--- config.mk ---
export PLATFORM = sky130hd
export DESIGN_NAME = pin_irq_wakeup
export DESIGN_NICKNAME = d
export VERILOG_FILES = /design/src/common/pin_irq_pkg.sv /design/src/pin_irq_wakeup.sv
export VERILOG_INCLUDE_DIRS = /design/src /design/src/common
export SDC_FILE = /design/constraint.sdc
export NUM_CORES = 1
export LEC_CHECK = 0
export BUFFER_PORTS_ARGS = -buffer_cell sky130_fd_sc_hd__clkbuf_2
export CORE_UTILIZATION = 42
export CTS_CLUSTER_DIAMETER = 100
export DETAILED_ROUTE_END_ITERATION = 7
export GPL_ROUTABILITY_DRIVEN = 0
export GPL_TIMING_DRIVEN = 0
export SKIP_LAST_GASP = 1
export SLEW_MARGIN = 25
export SYNTH_ARGS = -nofsm -noshare
export SYNTH_HDL_FRONTEND = slang
export SYNTH_SLANG_ARGS = --single-unit
--- constraint.sdc ---
create_clock -name CLK_SYS_IN -period 1.6 [get_ports CLK_SYS_IN]
set_input_delay 0.24 -clock CLK_SYS_IN [delete_from_list [all_inputs] [get_ports CLK_SYS_IN]]
set_output_delay 0.24 -clock CLK_SYS_IN [all_outputs]
set_load 0.005 [all_outputs]
--- src/common/pin_irq_consts.svh ---
// Purpose: offsets, field positions and reset values of the pin/low-voltage interrupt block
// Assumes: 8-bit register port, byte offsets as printed
// Notes: included by its bare name
`ifndef PIN_IRQ_CONSTS_SVH
`define PIN_IRQ_CONSTS_SVH

`define OFS_EXT_ENABLE_GROUP 8'h84
`define OFS_EXT_EDGE_FLAGS 8'h85
`define OFS_TIMER_EXT_CTRL 8'h88
`define OFS_SHARED_FLAGS 8'h95
`define OFS_PORT_WAKE_EN 8'h96
`define OFS_INT_ENABLE_MAIN 8'ha8
`define OFS_INT_ENABLE_EXTRA 8'ha9
`define OFS_LOW_VOLT_CTRL 8'hbf

// timer_and_ext_control fields
`define BIT_TRIGGER_TYPE_A 0
`define BIT_STD_FLAG_A 1
`define BIT_TRIGGER_TYPE_B 2
`define BIT_STD_FLAG_B 3
// shared_interrupt_flags fields
`define BIT_PORT_CHANGE_FLAG 1
`define BIT_LOW_VOLTAGE_FLAG 7
// interrupt_enable_main fields
`define BIT_STD_ENABLE_A 0
`define BIT_STD_ENABLE_B 2
`define BIT_GLOBAL_INT_ENABLE 7
// interrupt_enable_extra fields
`define BIT_PORT_CHANGE_INT_EN 1
`define BIT_GROUP_LOWVOLT_EN 2
// low voltage control fields
`define BIT_LOW_VOLTAGE_ENABLE 7

`define RST_BYTE 8'h00
`define MASK_MAIN_ENABLE 8'hbf
`define MASK_SHARED_FLAGS 8'h82

`endif

--- src/common/pin_irq_pkg.sv ---
// Purpose: types shared by the pin/low-voltage interrupt block
// Assumes: nothing
// Notes: constants live in pin_irq_consts.svh
package pin_irq_pkg;
  typedef logic [7:0] byte_t;
  // service acknowledge codes from the core
  typedef enum logic [1:0] {
    ACK_NONE = 2'b00,
    ACK_STD_A = 2'b01,
    ACK_STD_B = 2'b10,
    ACK_PORT = 2'b11
  } ack_t;
endpackage

--- src/pin_irq_wakeup.sv ---
// Purpose: external pin, port-change and low-voltage interrupt flags, gating and wake-up
// Assumes: pins synchronous to CLK_SYS_IN; core acks service entry with a one-cycle pulse
// Notes: registers reached over a plain strobe port, read data one cycle after read strobe
//
// Function
// - std inputs: level when type 0, edge when 1
// - extra inputs trigger on falling edge only
// - port change interrupt on any enabled pin toggle
// - block stop/halt entry while enabled input low
// - extra enables gate interrupt and wake-up
// - extra request needs own and group enable
// - extra edge flags set regardless of enable
// - extra flags cleared only by writing zero
// - std flags set on fall, cleared at service
// - low-voltage flag hardware set, cleared by write
// - port flag set by wake-enabled pin change
// - port flag auto-cleared at service or written
// - shared flags: zero clears, one keeps
// - eight port wake enables, reset to zero
// - global enable blocks all interrupts when zero
// - std enables gate interrupt and wake-up
// - group enable covers extras and low voltage
// - low supply detector raises low-voltage request
// - low-voltage needs own and group enable
// - service entry needs global and port enable
`include "pin_irq_consts.svh"

module pin_irq_wakeup (
  // clock and reset
  input wire logic CLK_SYS_IN,
  input wire logic RESETN_IN,
  // register port
  input wire logic [7:0] ADDR_IN,
  input wire logic [7:0] WDATA_IN,
  input wire logic WR_IN,
  input wire logic RD_IN,
  output logic [7:0] RDATA_OUT,
  // pins
  input wire logic STD_EXT_INPUT_A_IN,
  input wire logic STD_EXT_INPUT_B_IN,
  input wire logic [7:0] EXTRA_EXT_INPUTS_IN,
  input wire logic [7:0] PORT_PINS_IN,
  input wire logic LOW_VOLTAGE_DETECT_IN,
  // core side
  input wire logic [1:0] SERVICE_ACK_IN,
  output logic STD_A_REQ_OUT,
  output logic STD_B_REQ_OUT,
  output logic EXTRA_REQ_OUT,
  output logic PORT_CHANGE_REQ_OUT,
  output logic LOW_VOLTAGE_REQ_OUT,
  output logic WAKE_OUT,
  output logic STOP_BLOCK_OUT
);

  pin_irq_pkg::byte_t enable_group_reg;
  pin_irq_pkg::byte_t edge_flags_reg;
  pin_irq_pkg::byte_t ctrl_reg;
  pin_irq_pkg::byte_t port_wake_en_reg;
  pin_irq_pkg::byte_t enable_main_reg;
  pin_irq_pkg::byte_t enable_extra_reg;
  logic low_voltage_enable_reg;
  logic port_flag_reg;
  logic low_voltage_flag_reg;
  // input sampling stages
  logic std_a_s_reg;
  logic std_a_d_reg;
  logic std_b_s_reg;
  logic std_b_d_reg;
  pin_irq_pkg::byte_t extra_s_reg;
  pin_irq_pkg::byte_t extra_d_reg;
  pin_irq_pkg::byte_t port_s_reg;
  pin_irq_pkg::byte_t port_d_reg;
  logic lowv_s_reg;

  logic std_a_fall;
  logic std_b_fall;
  pin_irq_pkg::byte_t extra_fall;
  logic port_change;
  logic ack_a;
  logic ack_b;
  logic ack_port;
  logic wr_ctrl;
  logic wr_flags;
  logic wr_shared;
  logic global_en;
  logic group_en;
  logic std_en_a;
  logic std_en_b;
  logic level_a;
  logic level_b;
  pin_irq_pkg::byte_t extra_armed;
  pin_irq_pkg::byte_t rdata_next;

  // std input a: two sample stages, the second doubles as the edge reference
  always_ff @(posedge CLK_SYS_IN or negedge RESETN_IN) begin
    if (!RESETN_IN) begin
      std_a_s_reg <= 1'b1;
      std_a_d_reg <= 1'b1;
    end else begin
      std_a_s_reg <= STD_EXT_INPUT_A_IN;
      std_a_d_reg <= std_a_s_reg;
    end
  end

  // std input b: reset to the idle high level so release shows no false fall
  always_ff @(posedge CLK_SYS_IN or negedge RESETN_IN) begin
    if (!RESETN_IN) begin
      std_b_s_reg <= 1'b1;
      std_b_d_reg <= 1'b1;
    end else begin
      std_b_s_reg <= STD_EXT_INPUT_B_IN;
      std_b_d_reg <= std_b_s_reg;
    end
  end

  // extra inputs: same scheme, all eight idle high
  always_ff @(posedge CLK_SYS_IN or negedge RESETN_IN) begin
    if (!RESETN_IN) begin
      extra_s_reg <= 8'hff;
      extra_d_reg <= 8'hff;
    end else begin
      extra_s_reg <= EXTRA_EXT_INPUTS_IN;
      extra_d_reg <= extra_s_reg;
    end
  end

  // port pins: reset low; a pin already high shows one change once sampled
  always_ff @(posedge CLK_SYS_IN or negedge RESETN_IN) begin
    if (!RESETN_IN) begin
      port_s_reg <= `RST_BYTE;
      port_d_reg <= `RST_BYTE;
    end else begin
      port_s_reg <= PORT_PINS_IN;
      port_d_reg <= port_s_reg;
    end
  end

  // supply detector: a level, so one stage is enough
  always_ff @(posedge CLK_SYS_IN or negedge RESETN_IN) begin
    if (!RESETN_IN) begin
      lowv_s_reg <= 1'b0;
    end else begin
      lowv_s_reg <= LOW_VOLTAGE_DETECT_IN;
    end
  end

  // edge detection against the previous sample; pins are synchronous so no extra stage
  assign std_a_fall = std_a_d_reg & ~std_a_s_reg;
  assign std_b_fall = std_b_d_reg & ~std_b_s_reg;
  assign extra_fall = extra_d_reg & ~extra_s_reg;
  // port pins captured at reset as zero, so a pin high from reset shows one change
  assign port_change = |((port_d_reg ^ port_s_reg) & port_wake_en_reg);

  // service acknowledge decode and write strobes
  assign ack_a = (SERVICE_ACK_IN == pin_irq_pkg::ACK_STD_A);
  assign ack_b = (SERVICE_ACK_IN == pin_irq_pkg::ACK_STD_B);
  assign ack_port = (SERVICE_ACK_IN == pin_irq_pkg::ACK_PORT);
  assign wr_ctrl = WR_IN && (ADDR_IN == `OFS_TIMER_EXT_CTRL);
  assign wr_flags = WR_IN && (ADDR_IN == `OFS_EXT_EDGE_FLAGS);
  assign wr_shared = WR_IN && (ADDR_IN == `OFS_SHARED_FLAGS);

  // per-input enables of the extra inputs
  always_ff @(posedge CLK_SYS_IN or negedge RESETN_IN) begin
    if (!RESETN_IN) begin
      enable_group_reg <= `RST_BYTE;
    end else if (WR_IN && (ADDR_IN == `OFS_EXT_ENABLE_GROUP)) begin
      enable_group_reg <= WDATA_IN;
    end
  end

  // per-pin port wake enables
  always_ff @(posedge CLK_SYS_IN or negedge RESETN_IN) begin
    if (!RESETN_IN) begin
      port_wake_en_reg <= `RST_BYTE;
    end else if (WR_IN && (ADDR_IN == `OFS_PORT_WAKE_EN)) begin
      port_wake_en_reg <= WDATA_IN;
    end
  end

  // main enables; the reserved bit is masked so it always reads zero
  always_ff @(posedge CLK_SYS_IN or negedge RESETN_IN) begin
    if (!RESETN_IN) begin
      enable_main_reg <= `RST_BYTE;
    end else if (WR_IN && (ADDR_IN == `OFS_INT_ENABLE_MAIN)) begin
      enable_main_reg <= WDATA_IN & `MASK_MAIN_ENABLE;
    end
  end

  // extra enables: group enable and port change interrupt enable
  always_ff @(posedge CLK_SYS_IN or negedge RESETN_IN) begin
    if (!RESETN_IN) begin
      enable_extra_reg <= `RST_BYTE;
    end else if (WR_IN && (ADDR_IN == `OFS_INT_ENABLE_EXTRA)) begin
      enable_extra_reg <= WDATA_IN;
    end
  end

  // low-voltage enable; threshold selection lives outside this block
  always_ff @(posedge CLK_SYS_IN or negedge RESETN_IN) begin
    if (!RESETN_IN) begin
      low_voltage_enable_reg <= 1'b0;
    end else if (WR_IN && (ADDR_IN == `OFS_LOW_VOLT_CTRL)) begin
      low_voltage_enable_reg <= WDATA_IN[`BIT_LOW_VOLTAGE_ENABLE];
    end
  end

  // control register: trigger types and std flags; hardware set beats clear
  always_ff @(posedge CLK_SYS_IN or negedge RESETN_IN) begin
    if (!RESETN_IN) begin
      ctrl_reg <= `RST_BYTE;
    end else begin
      ctrl_reg <= wr_ctrl ? WDATA_IN : ctrl_reg;
      // flag follows the falling edge in either mode; level mode takes its request from the low pin instead
      if (std_a_fall) begin
        ctrl_reg[`BIT_STD_FLAG_A] <= 1'b1;
      end else if (ack_a) begin
        ctrl_reg[`BIT_STD_FLAG_A] <= 1'b0;
      end else if (wr_ctrl) begin
        ctrl_reg[`BIT_STD_FLAG_A] <= WDATA_IN[`BIT_STD_FLAG_A];
      end
      if (std_b_fall) begin
        ctrl_reg[`BIT_STD_FLAG_B] <= 1'b1;
      end else if (ack_b) begin
        ctrl_reg[`BIT_STD_FLAG_B] <= 1'b0;
      end else if (wr_ctrl) begin
        ctrl_reg[`BIT_STD_FLAG_B] <= WDATA_IN[`BIT_STD_FLAG_B];
      end
    end
  end

  // extra edge flags: one per input, set on fall, only a written zero clears
  genvar i;
  generate
    for (i = 0; i < 8; i = i + 1) begin : g_extra
      always_ff @(posedge CLK_SYS_IN or negedge RESETN_IN) begin
        if (!RESETN_IN) begin
          edge_flags_reg[i] <= 1'b0;
        end else if (extra_fall[i]) begin
          edge_flags_reg[i] <= 1'b1;
        end else if (wr_flags && !WDATA_IN[i]) begin
          edge_flags_reg[i] <= 1'b0;
        end
      end
    end
  endgenerate

  // port change flag: written zero or service entry clears; a new change wins
  always_ff @(posedge CLK_SYS_IN or negedge RESETN_IN) begin
    if (!RESETN_IN) begin
      port_flag_reg <= 1'b0;
    end else if (port_change) begin
      port_flag_reg <= 1'b1;
    end else if (ack_port || (wr_shared && !WDATA_IN[`BIT_PORT_CHANGE_FLAG])) begin
      port_flag_reg <= 1'b0;
    end
  end

  // low-voltage flag re-sets every cycle the detector stays high, so a clear
  // only sticks once the supply has recovered
  always_ff @(posedge CLK_SYS_IN or negedge RESETN_IN) begin
    if (!RESETN_IN) begin
      low_voltage_flag_reg <= 1'b0;
    end else if (lowv_s_reg) begin
      low_voltage_flag_reg <= 1'b1;
    end else if (wr_shared && !WDATA_IN[`BIT_LOW_VOLTAGE_FLAG]) begin
      low_voltage_flag_reg <= 1'b0;
    end
  end

  // enable decode
  assign global_en = enable_main_reg[`BIT_GLOBAL_INT_ENABLE];
  assign group_en = enable_extra_reg[`BIT_GROUP_LOWVOLT_EN];
  assign std_en_a = enable_main_reg[`BIT_STD_ENABLE_A];
  assign std_en_b = enable_main_reg[`BIT_STD_ENABLE_B];
  // level mode request is the low pin itself, edge mode the latched flag
  assign level_a = ctrl_reg[`BIT_TRIGGER_TYPE_A] ? ctrl_reg[`BIT_STD_FLAG_A] : ~std_a_s_reg;
  assign level_b = ctrl_reg[`BIT_TRIGGER_TYPE_B] ? ctrl_reg[`BIT_STD_FLAG_B] : ~std_b_s_reg;
  assign extra_armed = edge_flags_reg & enable_group_reg & {8{group_en}};

  // std a request; registered so the core never sees a decode glitch
  always_ff @(posedge CLK_SYS_IN or negedge RESETN_IN) begin
    if (!RESETN_IN) begin
      STD_A_REQ_OUT <= 1'b0;
    end else begin
      STD_A_REQ_OUT <= global_en & std_en_a & level_a;
    end
  end

  // std b request
  always_ff @(posedge CLK_SYS_IN or negedge RESETN_IN) begin
    if (!RESETN_IN) begin
      STD_B_REQ_OUT <= 1'b0;
    end else begin
      STD_B_REQ_OUT <= global_en & std_en_b & level_b;
    end
  end

  // one shared request for all eight extra inputs; software reads the flags
  always_ff @(posedge CLK_SYS_IN or negedge RESETN_IN) begin
    if (!RESETN_IN) begin
      EXTRA_REQ_OUT <= 1'b0;
    end else begin
      EXTRA_REQ_OUT <= global_en & (|extra_armed);
    end
  end

  // port change request needs its own interrupt enable on top of the flag
  always_ff @(posedge CLK_SYS_IN or negedge RESETN_IN) begin
    if (!RESETN_IN) begin
      PORT_CHANGE_REQ_OUT <= 1'b0;
    end else begin
      PORT_CHANGE_REQ_OUT <= global_en & enable_extra_reg[`BIT_PORT_CHANGE_INT_EN]
                             & port_flag_reg;
    end
  end

  // low-voltage request: global, group and dedicated enable all needed
  always_ff @(posedge CLK_SYS_IN or negedge RESETN_IN) begin
    if (!RESETN_IN) begin
      LOW_VOLTAGE_REQ_OUT <= 1'b0;
    end else begin
      LOW_VOLTAGE_REQ_OUT <= global_en & group_en & low_voltage_enable_reg
                             & low_voltage_flag_reg;
    end
  end

  // wake-up ignores the global enable; port enable does not gate wake either
  always_ff @(posedge CLK_SYS_IN or negedge RESETN_IN) begin
    if (!RESETN_IN) begin
      WAKE_OUT <= 1'b0;
    end else begin
      WAKE_OUT <= (std_en_a & level_a) | (std_en_b & level_b) | (|extra_armed)
                  | port_flag_reg;
    end
  end

  // a low enabled pin would wake the core at once, so entry is refused;
  // uses the sampled level, so a pin must stay low a clock to count
  always_ff @(posedge CLK_SYS_IN or negedge RESETN_IN) begin
    if (!RESETN_IN) begin
      STOP_BLOCK_OUT <= 1'b0;
    end else begin
      STOP_BLOCK_OUT <= (std_en_a & ~std_a_s_reg) | (std_en_b & ~std_b_s_reg)
                        | (group_en & |(enable_group_reg & ~extra_s_reg));
    end
  end

  // read mux; unmapped addresses read zero
  always_comb begin
    rdata_next = `RST_BYTE;
    if (ADDR_IN == `OFS_EXT_ENABLE_GROUP) begin
      rdata_next = enable_group_reg;
    end else if (ADDR_IN == `OFS_EXT_EDGE_FLAGS) begin
      rdata_next = edge_flags_reg;
    end else if (ADDR_IN == `OFS_TIMER_EXT_CTRL) begin
      rdata_next = ctrl_reg;
    end else if (ADDR_IN == `OFS_SHARED_FLAGS) begin
      rdata_next[`BIT_PORT_CHANGE_FLAG] = port_flag_reg;
      rdata_next[`BIT_LOW_VOLTAGE_FLAG] = low_voltage_flag_reg;
    end else if (ADDR_IN == `OFS_PORT_WAKE_EN) begin
      rdata_next = port_wake_en_reg;
    end else if (ADDR_IN == `OFS_INT_ENABLE_MAIN) begin
      rdata_next = enable_main_reg;
    end else if (ADDR_IN == `OFS_INT_ENABLE_EXTRA) begin
      rdata_next = enable_extra_reg;
    end else if (ADDR_IN == `OFS_LOW_VOLT_CTRL) begin
      rdata_next[`BIT_LOW_VOLTAGE_ENABLE] = low_voltage_enable_reg;
      rdata_next[6] = lowv_s_reg;
    end
  end

  // read data stands only in the cycle after the strobe
  always_ff @(posedge CLK_SYS_IN or negedge RESETN_IN) begin
    if (!RESETN_IN) begin
      RDATA_OUT <= `RST_BYTE;
    end else begin
      RDATA_OUT <= RD_IN ? rdata_next : `RST_BYTE;
    end
  end

endmodule

==> metrics.md, run 1 <==
| Metric | Value |
|---|---|
| Syn Area/Cell | `12.34 sq um` |
| DR top layer | `met4` |
| Critical path's slowest cell | `nor4bb_2` |
| Ports | `56` |
| Area grow syn2layout | `22.33%` |
| Root buffer cell | `clkbuf_8` |
| Die H | `102.0 um` |
| Leakage | `2.328 nW` |
| Worst slew margin | `50.10%` |
| Outcome | `finished clean` |
| # placed instances | `525` |
| Number of H-tree levels | `3` |
| Slack of the critical path | `74.14 ps` |
| Post-synth EDFFs | `0` |
| Worst Setup SP | `ADDR_IN[4]` |
| CTS tree | `built` |
| Fill count | `872` |
| Share of layout cells above drive strength 1 | `34.25%` |
| Kind of cell adding the most delay to the critical path | `simple AND/OR/NAND/NOR gates` |
| Rows | `36` |
| CP arrival | `1770 ps` |
| Worst Skew | `7.014 ps` |
| Setup TNS | `0 ps` |
| Sequential Area | `2577 sq um` |
| Drt first pass iters | `7` |
| Least-Margin Pin Slew | `742.3 ps` |
| Reg2reg setup slack | `180 ps` |
| Critical path peak fanout | `9` |
| Distinct cells, synth | `48` |
| Highest clock rate | `655.4 MHz` |
| Clk slew on worst S/H paths | `90 ps` |
| Clk Latency, worst-skew pair | `360 ps` |
| Net Count, Synth | `381` |
| Post-Layout Cell Count | `568` |
| Die Area | `10400 sq um` |
| Max Root-Sink Buffers | `2` |
| Input/output buffers | `51` |
| Fin crit share | `95.37%` |
| Worst path max stage delay | `440 ps` |
| Routed vias/inst | `5.415` |
| Max_cap viols | `0` |
| Cell count after synthesis | `340` |
| Final wirelength | `9.770 mm` |
| Total global routing overflow | `0` |
| HP Start | `SERVICE_ACK_IN[0]` |
| Hpwl dp | `6.876 mm` |
| TritonCTS Buffers | `9` |
| Area occupied by multi-input gates | `1510 sq um` |
| Met2 WL | `4.219 mm` |
| Initial antenna violation count | `0` |
| Worst vdd ir | `0.5079 mV` |
| Most common cell after layout, fill and taps aside | `dfrtp_1` |
| ANT cells | `0` |
| Crit. End Element | `flip-flop` |
| Power Total | `4.927 mW` |
| Synth Register Bits | `102` |
| Core Region | `9729 sq um` |
| # nets final | `471` |
| CP endpoint | `enable_extra_reg[3]$_DFFE_PN0P_` |
| Yosys Warn Count | `0` |
| Via count | `3076` |
| Final setup violation count | `0` |
| CTS sink cnt | `102` |
| Share of flip-flops with an asynchronous set or reset | `100.0%` |
| First DRT Iteration DRCs | `143` |
| WP buf/inv | `1` |
| Seq/Total Area, Yosys | `61.42%` |
| Met3 wire len | `620 um` |
| Pwr Density | `959.7 nW/um^2` |
| CP Class | `input port to flip-flop` |
| Worst hold path class | `input port to flip-flop` |
| Pin count of the biggest net entering global routing | `57` |
| Main synth FF type | `dfrtp_1` |
| Req. time, crit path | `1850 ps` |
| Synthesized area | `4197 sq um` |
| Initial Util | `43.13%` |
| Final Core Density | `52.76%` |
| R2r endpoint | `STOP_BLOCK_OUT$_DFF_PN0_` |
| Hold Vio Cnt, Final | `0` |
| Crit path time final | `1526 ps` |
| Pins Over Slew Limit | `0` |
| Most frequent cells in the layout | `82 x dfrtp_1, 50 x clkbuf_2, 42 x mux2_2` |
| Die width | `102.0 um` |
| Total GRT Usage | `20.42%` |
| Final instance area | `5134 sq um` |
| Met1 WL | `4.521 mm` |
| Drt wl/cell | `17.20 um` |
| Cell count along the critical path | `6` |
| Wire length of the first global-routing pass | `15.59 mm` |
| Dpl ws | `-476.6 ps` |
| # DRC | `0` |
| Vias in the first global route | `3063` |
| RSZ-0062 raised after global routing | `true` |
| Placed inst area | `4661 sq um` |
| CP startpoint kind | `input port` |
| ANT nets after route | `0` |
| Cell count of the worst reg-to-reg path | `3` |
| Reg2Reg Launch Point | `extra_s_reg[1]$_DFF_PN1_` |
| Worst hold margin | `178.7 ps` |
| CP Cell Sequence | `clkbuf_1 > nor4bb_2 > nand2_1 > nor2_1 > nand2_2 > mux2_2` |
-- cell usage after synthesis, types with 2 or more instances --
library cell	number	area share, %
nand2b_1	5	0.75
buf_2	2	0.24
buf_1	2	0.18
xor2_1	8	1.7
o2111ai_1	2	0.42
nand4_1	7	1.0
nor2_1	15	1.3
a222oi_1	4	0.95
nand3b_1	2	0.36
a221oi_1	3	0.63
nor3b_4	2	0.89
a22oi_1	7	1.3
o22ai_1	6	0.89
clkbuf_1	5	0.45
a22o_1	4	0.83
dfstp_2	20	13
a21oi_1	12	1.4
mux2_2	42	11
mux2i_1	2	0.48
dfrtp_1	82	49
nand2_1	20	1.8
inv_1	22	2.0
nand3_1	4	0.48
o21ai_0	32	3.8
nor2b_1	5	0.75
o31ai_1	2	0.36
and3_1	2	0.30
-- where the power goes --
group	leakage, nW	internal (mW)	total, mW	switching [mW]
clock	0.105	0.819	1.68	0.857
combinational	0.970	0.200	0.440	0.240
sequential	1.25	2.72	2.81	0.0917
-- how the worst min path moves through the flow --
stage | endpoint | slack (ps) | cells after the start
floorplan | EXTRA_REQ_OUT$_DFF_PN0_ | -60 | 0
detailed placement | port_wake_en_reg[1]$_DFFE_PN0P_ | 200 | 1
CTS | ctrl_reg[3]$_DFFE_PN0P_ | 170 | 3
finish | ctrl_reg[3]$_DFFE_PN0P_ | 180 | 3
global placement | extra_s_reg[6]$_DFF_PN1_ | 330 | 1
global route | ctrl_reg[1]$_DFFE_PN0P_ | 200 | 3
-- cells by family after synthesis --
| group | synth area share, % |
|---|---|
| AOI/OAI and AO/OA | 12.22 |
| xor gates and xnor gates | 1.670 |
| buffers and inverters | 3.012 |
| DFF | 61.42 |
| muxes | 11.75 |
| and+or+nand+nor | 9.929 |
-- layer usage --
metal,vias to the layer above,global-route usage [%]
met2,131,30.41
met3,31,4.446
met4,0,10.88
met1,1511,28.01
met5,-,0
li1,1403,-
-- worst register-to-register path: cells and delay by family, from the launching register on --
kind               cells  cell delay, ps
AOI/OAI and AO/OA      3             710
DFF                    1             570
-- what timing repair did --
item	4_1_cts	5_1_grt
setup buffers	6	1
hold buffers	20	0
hold endpoints to repair	53	0
pin swaps	3	1
resized for setup	1	2
setup endpoints to repair	31	18
-- layout make-up --
class                           instances  area share, %
Buffer                                 10         0.8530
Tap cell                              133          3.242
Timing Repair Buffer                   79          10.60
Clock inverter                          5          1.097
Inverter                               22          1.609
Sequential cell                       102          50.21
Clock buffer                           11          2.973
Multi-Input combinational cell        206          29.42
Note: power is estimated with default switching activity, not from simulation.
==> inputs of run 2 (changes only) <==
--- a/config.mk
+++ b/config.mk
@@ -12,6 +12,7 @@
 export DETAILED_ROUTE_END_ITERATION = 7
 export GPL_ROUTABILITY_DRIVEN = 0
 export GPL_TIMING_DRIVEN = 0
+export SETUP_SLACK_MARGIN = 0.1
 export SKIP_LAST_GASP = 1
 export SLEW_MARGIN = 25
 export SYNTH_ARGS = -nofsm -noshare
==> metrics.md, run 2 (synthesis gave the netlist of run 1 again) <==
| Metric | Value |
|---|---|
| Outcome | `finished clean` |
| First DRT Iteration DRCs | `246` |
| Pins Over Slew Limit | `0` |
| Die Area | `10400 sq um` |
| Final instance area | `5164 sq um` |
| Max Root-Sink Buffers | `2` |
| TritonCTS Buffers | `9` |
| Clk Latency, worst-skew pair | `370 ps` |
| Placed inst area | `4678 sq um` |
| Clk slew on worst S/H paths | `100 ps` |
| Ports | `56` |
| Crit path time final | `1451 ps` |
| Most common cell after layout, fill and taps aside | `dfrtp_1` |
| Reg2Reg Launch Point | `extra_s_reg[5]$_DFF_PN1_` |
| Core Region | `9729 sq um` |
| # placed instances | `525` |
| # nets final | `470` |
| ANT cells | `0` |
| Cell count of the worst reg-to-reg path | `3` |
| Worst path max stage delay | `570 ps` |
| Fin crit share | `90.66%` |
| Least-Margin Pin Slew | `702.0 ps` |
| Fill count | `901` |
| Area grow syn2layout | `23.05%` |
| Hold Vio Cnt, Final | `0` |
| Die H | `102.0 um` |
| CP Class | `flip-flop to flip-flop` |
| Worst Setup SP | `extra_s_reg[5]$_DFF_PN1_` |
| Req. time, crit path | `1820 ps` |
| Slack of the critical path | `149.4 ps` |
| Drt wl/cell | `17.27 um` |
| Worst hold path class | `input port to flip-flop` |
| Die width | `102.0 um` |
| Initial antenna violation count | `0` |
| Vias in the first global route | `3023` |
| Final wirelength | `9.790 mm` |
| Highest clock rate | `689.4 MHz` |
| Hpwl dp | `6.910 mm` |
| Worst hold margin | `204.3 ps` |
| CTS tree | `built` |
| Initial Util | `43.13%` |
| Setup TNS | `0 ps` |
| CP arrival | `1680 ps` |
| R2r endpoint | `STOP_BLOCK_OUT$_DFF_PN0_` |
| Pwr Density | `960.8 nW/um^2` |
| Final Core Density | `53.07%` |
| Input/output buffers | `51` |
| Routed vias/inst | `5.390` |
| # DRC | `0` |
| Leakage | `2.362 nW` |
| Crit. End Element | `flip-flop` |
| Total GRT Usage | `20.48%` |
| Wire length of the first global-routing pass | `15.61 mm` |
| Drt first pass iters | `4` |
| Post-Layout Cell Count | `567` |
| Pin count of the biggest net entering global routing | `61` |
| Power Total | `4.961 mW` |
| Total global routing overflow | `0` |
| Worst Skew | `8.649 ps` |
| Critical path's slowest cell | `dfstp_2` |
| Cell count along the critical path | `3` |
| WP buf/inv | `0` |
| Reg2reg setup slack | `150 ps` |
| CP endpoint | `STOP_BLOCK_OUT$_DFF_PN0_` |
| CP startpoint kind | `flip-flop` |
| Final setup violation count | `0` |
| RSZ-0062 raised after global routing | `false` |
| CTS sink cnt | `102` |
| Critical path peak fanout | `3` |
| Worst slew margin | `52.81%` |
| Share of layout cells above drive strength 1 | `35.25%` |
| ANT nets after route | `0` |
| Worst vdd ir | `0.5519 mV` |
| Rows | `36` |
| Via count | `3056` |
| CP Cell Sequence | `o22ai_1 > o41ai_2 > o221ai_1` |
| Root buffer cell | `clkbuf_8` |
| Max_cap viols | `0` |
| Kind of cell adding the most delay to the critical path | `compound AO/OA/AOI/OAI gates` |
| Most frequent cells in the layout | `82 x dfrtp_1, 52 x clkbuf_2, 42 x mux2_2` |
| Dpl ws | `-429.1 ps` |
| Number of H-tree levels | `3` |
-- run 2: changes by cell type in the layout (fill, tap and decap cells not counted), moves of 2 or more --
cell,change
clkinv_2,-2
clkbuf_2,+2
clkinv_4,+2
inv_8,+2
clkbuf_1,-3
-- run 2: repair_timing --
item                                    CTS  global route
setup buffers                             6             0
resized for setup                         1             5
hold buffers                             20             0
pin swaps                                 3             2
endpoints found under the setup margin   32            22
hold endpoints to repair                 53             0
-- run 2: worst reg2reg max path, cell delays in order (launching register included) --
cell and delay [ps]:
dfstp_2 570, o22ai_1 100, o41ai_2 450, o221ai_1 190
-- run 2: how the worst min path moves through the flow --
stage          slack [ps]                    from  depth (start not counted)                  endpoint
4_1_cts               180       SERVICE_ACK_IN[0]                          3   ctrl_reg[3]$_DFFE_PN0P_
3_5_place_dp          190               RESETN_IN                          1   port_s_reg[1]$_DFF_PN0_
3_3_place_gp          330  EXTRA_EXT_INPUTS_IN[4]                          1  extra_s_reg[4]$_DFF_PN1_
6_report              200       SERVICE_ACK_IN[1]                          3   ctrl_reg[1]$_DFFE_PN0P_
2_1_floorplan         -60               RESETN_IN                          0   EXTRA_REQ_OUT$_DFF_PN0_
5_1_grt               190       SERVICE_ACK_IN[0]                          3   ctrl_reg[3]$_DFFE_PN0P_
-- run 2: power breakdown --
group          switching, mW  leakage [nW]  internal [mW]  total (mW)
clock network          0.911         0.107          0.793        1.70
logic                  0.246          1.00          0.204       0.450
registers             0.0896          1.25           2.72        2.81
total                   1.25          2.36           3.71        4.96
-- run 2: layer usage --
metal | part of all wire (%) | vias to the layer above | track usage [%]
met5 | 0 | - | 0
met4 | 3.7 | 0 | 10.33
met3 | 5.9 | 30 | 5.267
met2 | 45 | 110 | 30.25
met1 | 45 | 1514 | 28.03
li1 | - | 1402 | -
-- run 2: cell type report --
class	instances	area, sq um	share of cell area, %
buffer	10	47.55	0.9208
inverter	22	82.58	1.599
clock buffer	10	137.6	2.665
clock inverter	6	77.57	1.502
multi-input combinational	206	1538	29.78
tap	133	166.4	3.223
sequential	102	2577	49.92
timing repair buffer	78	536.8	10.39
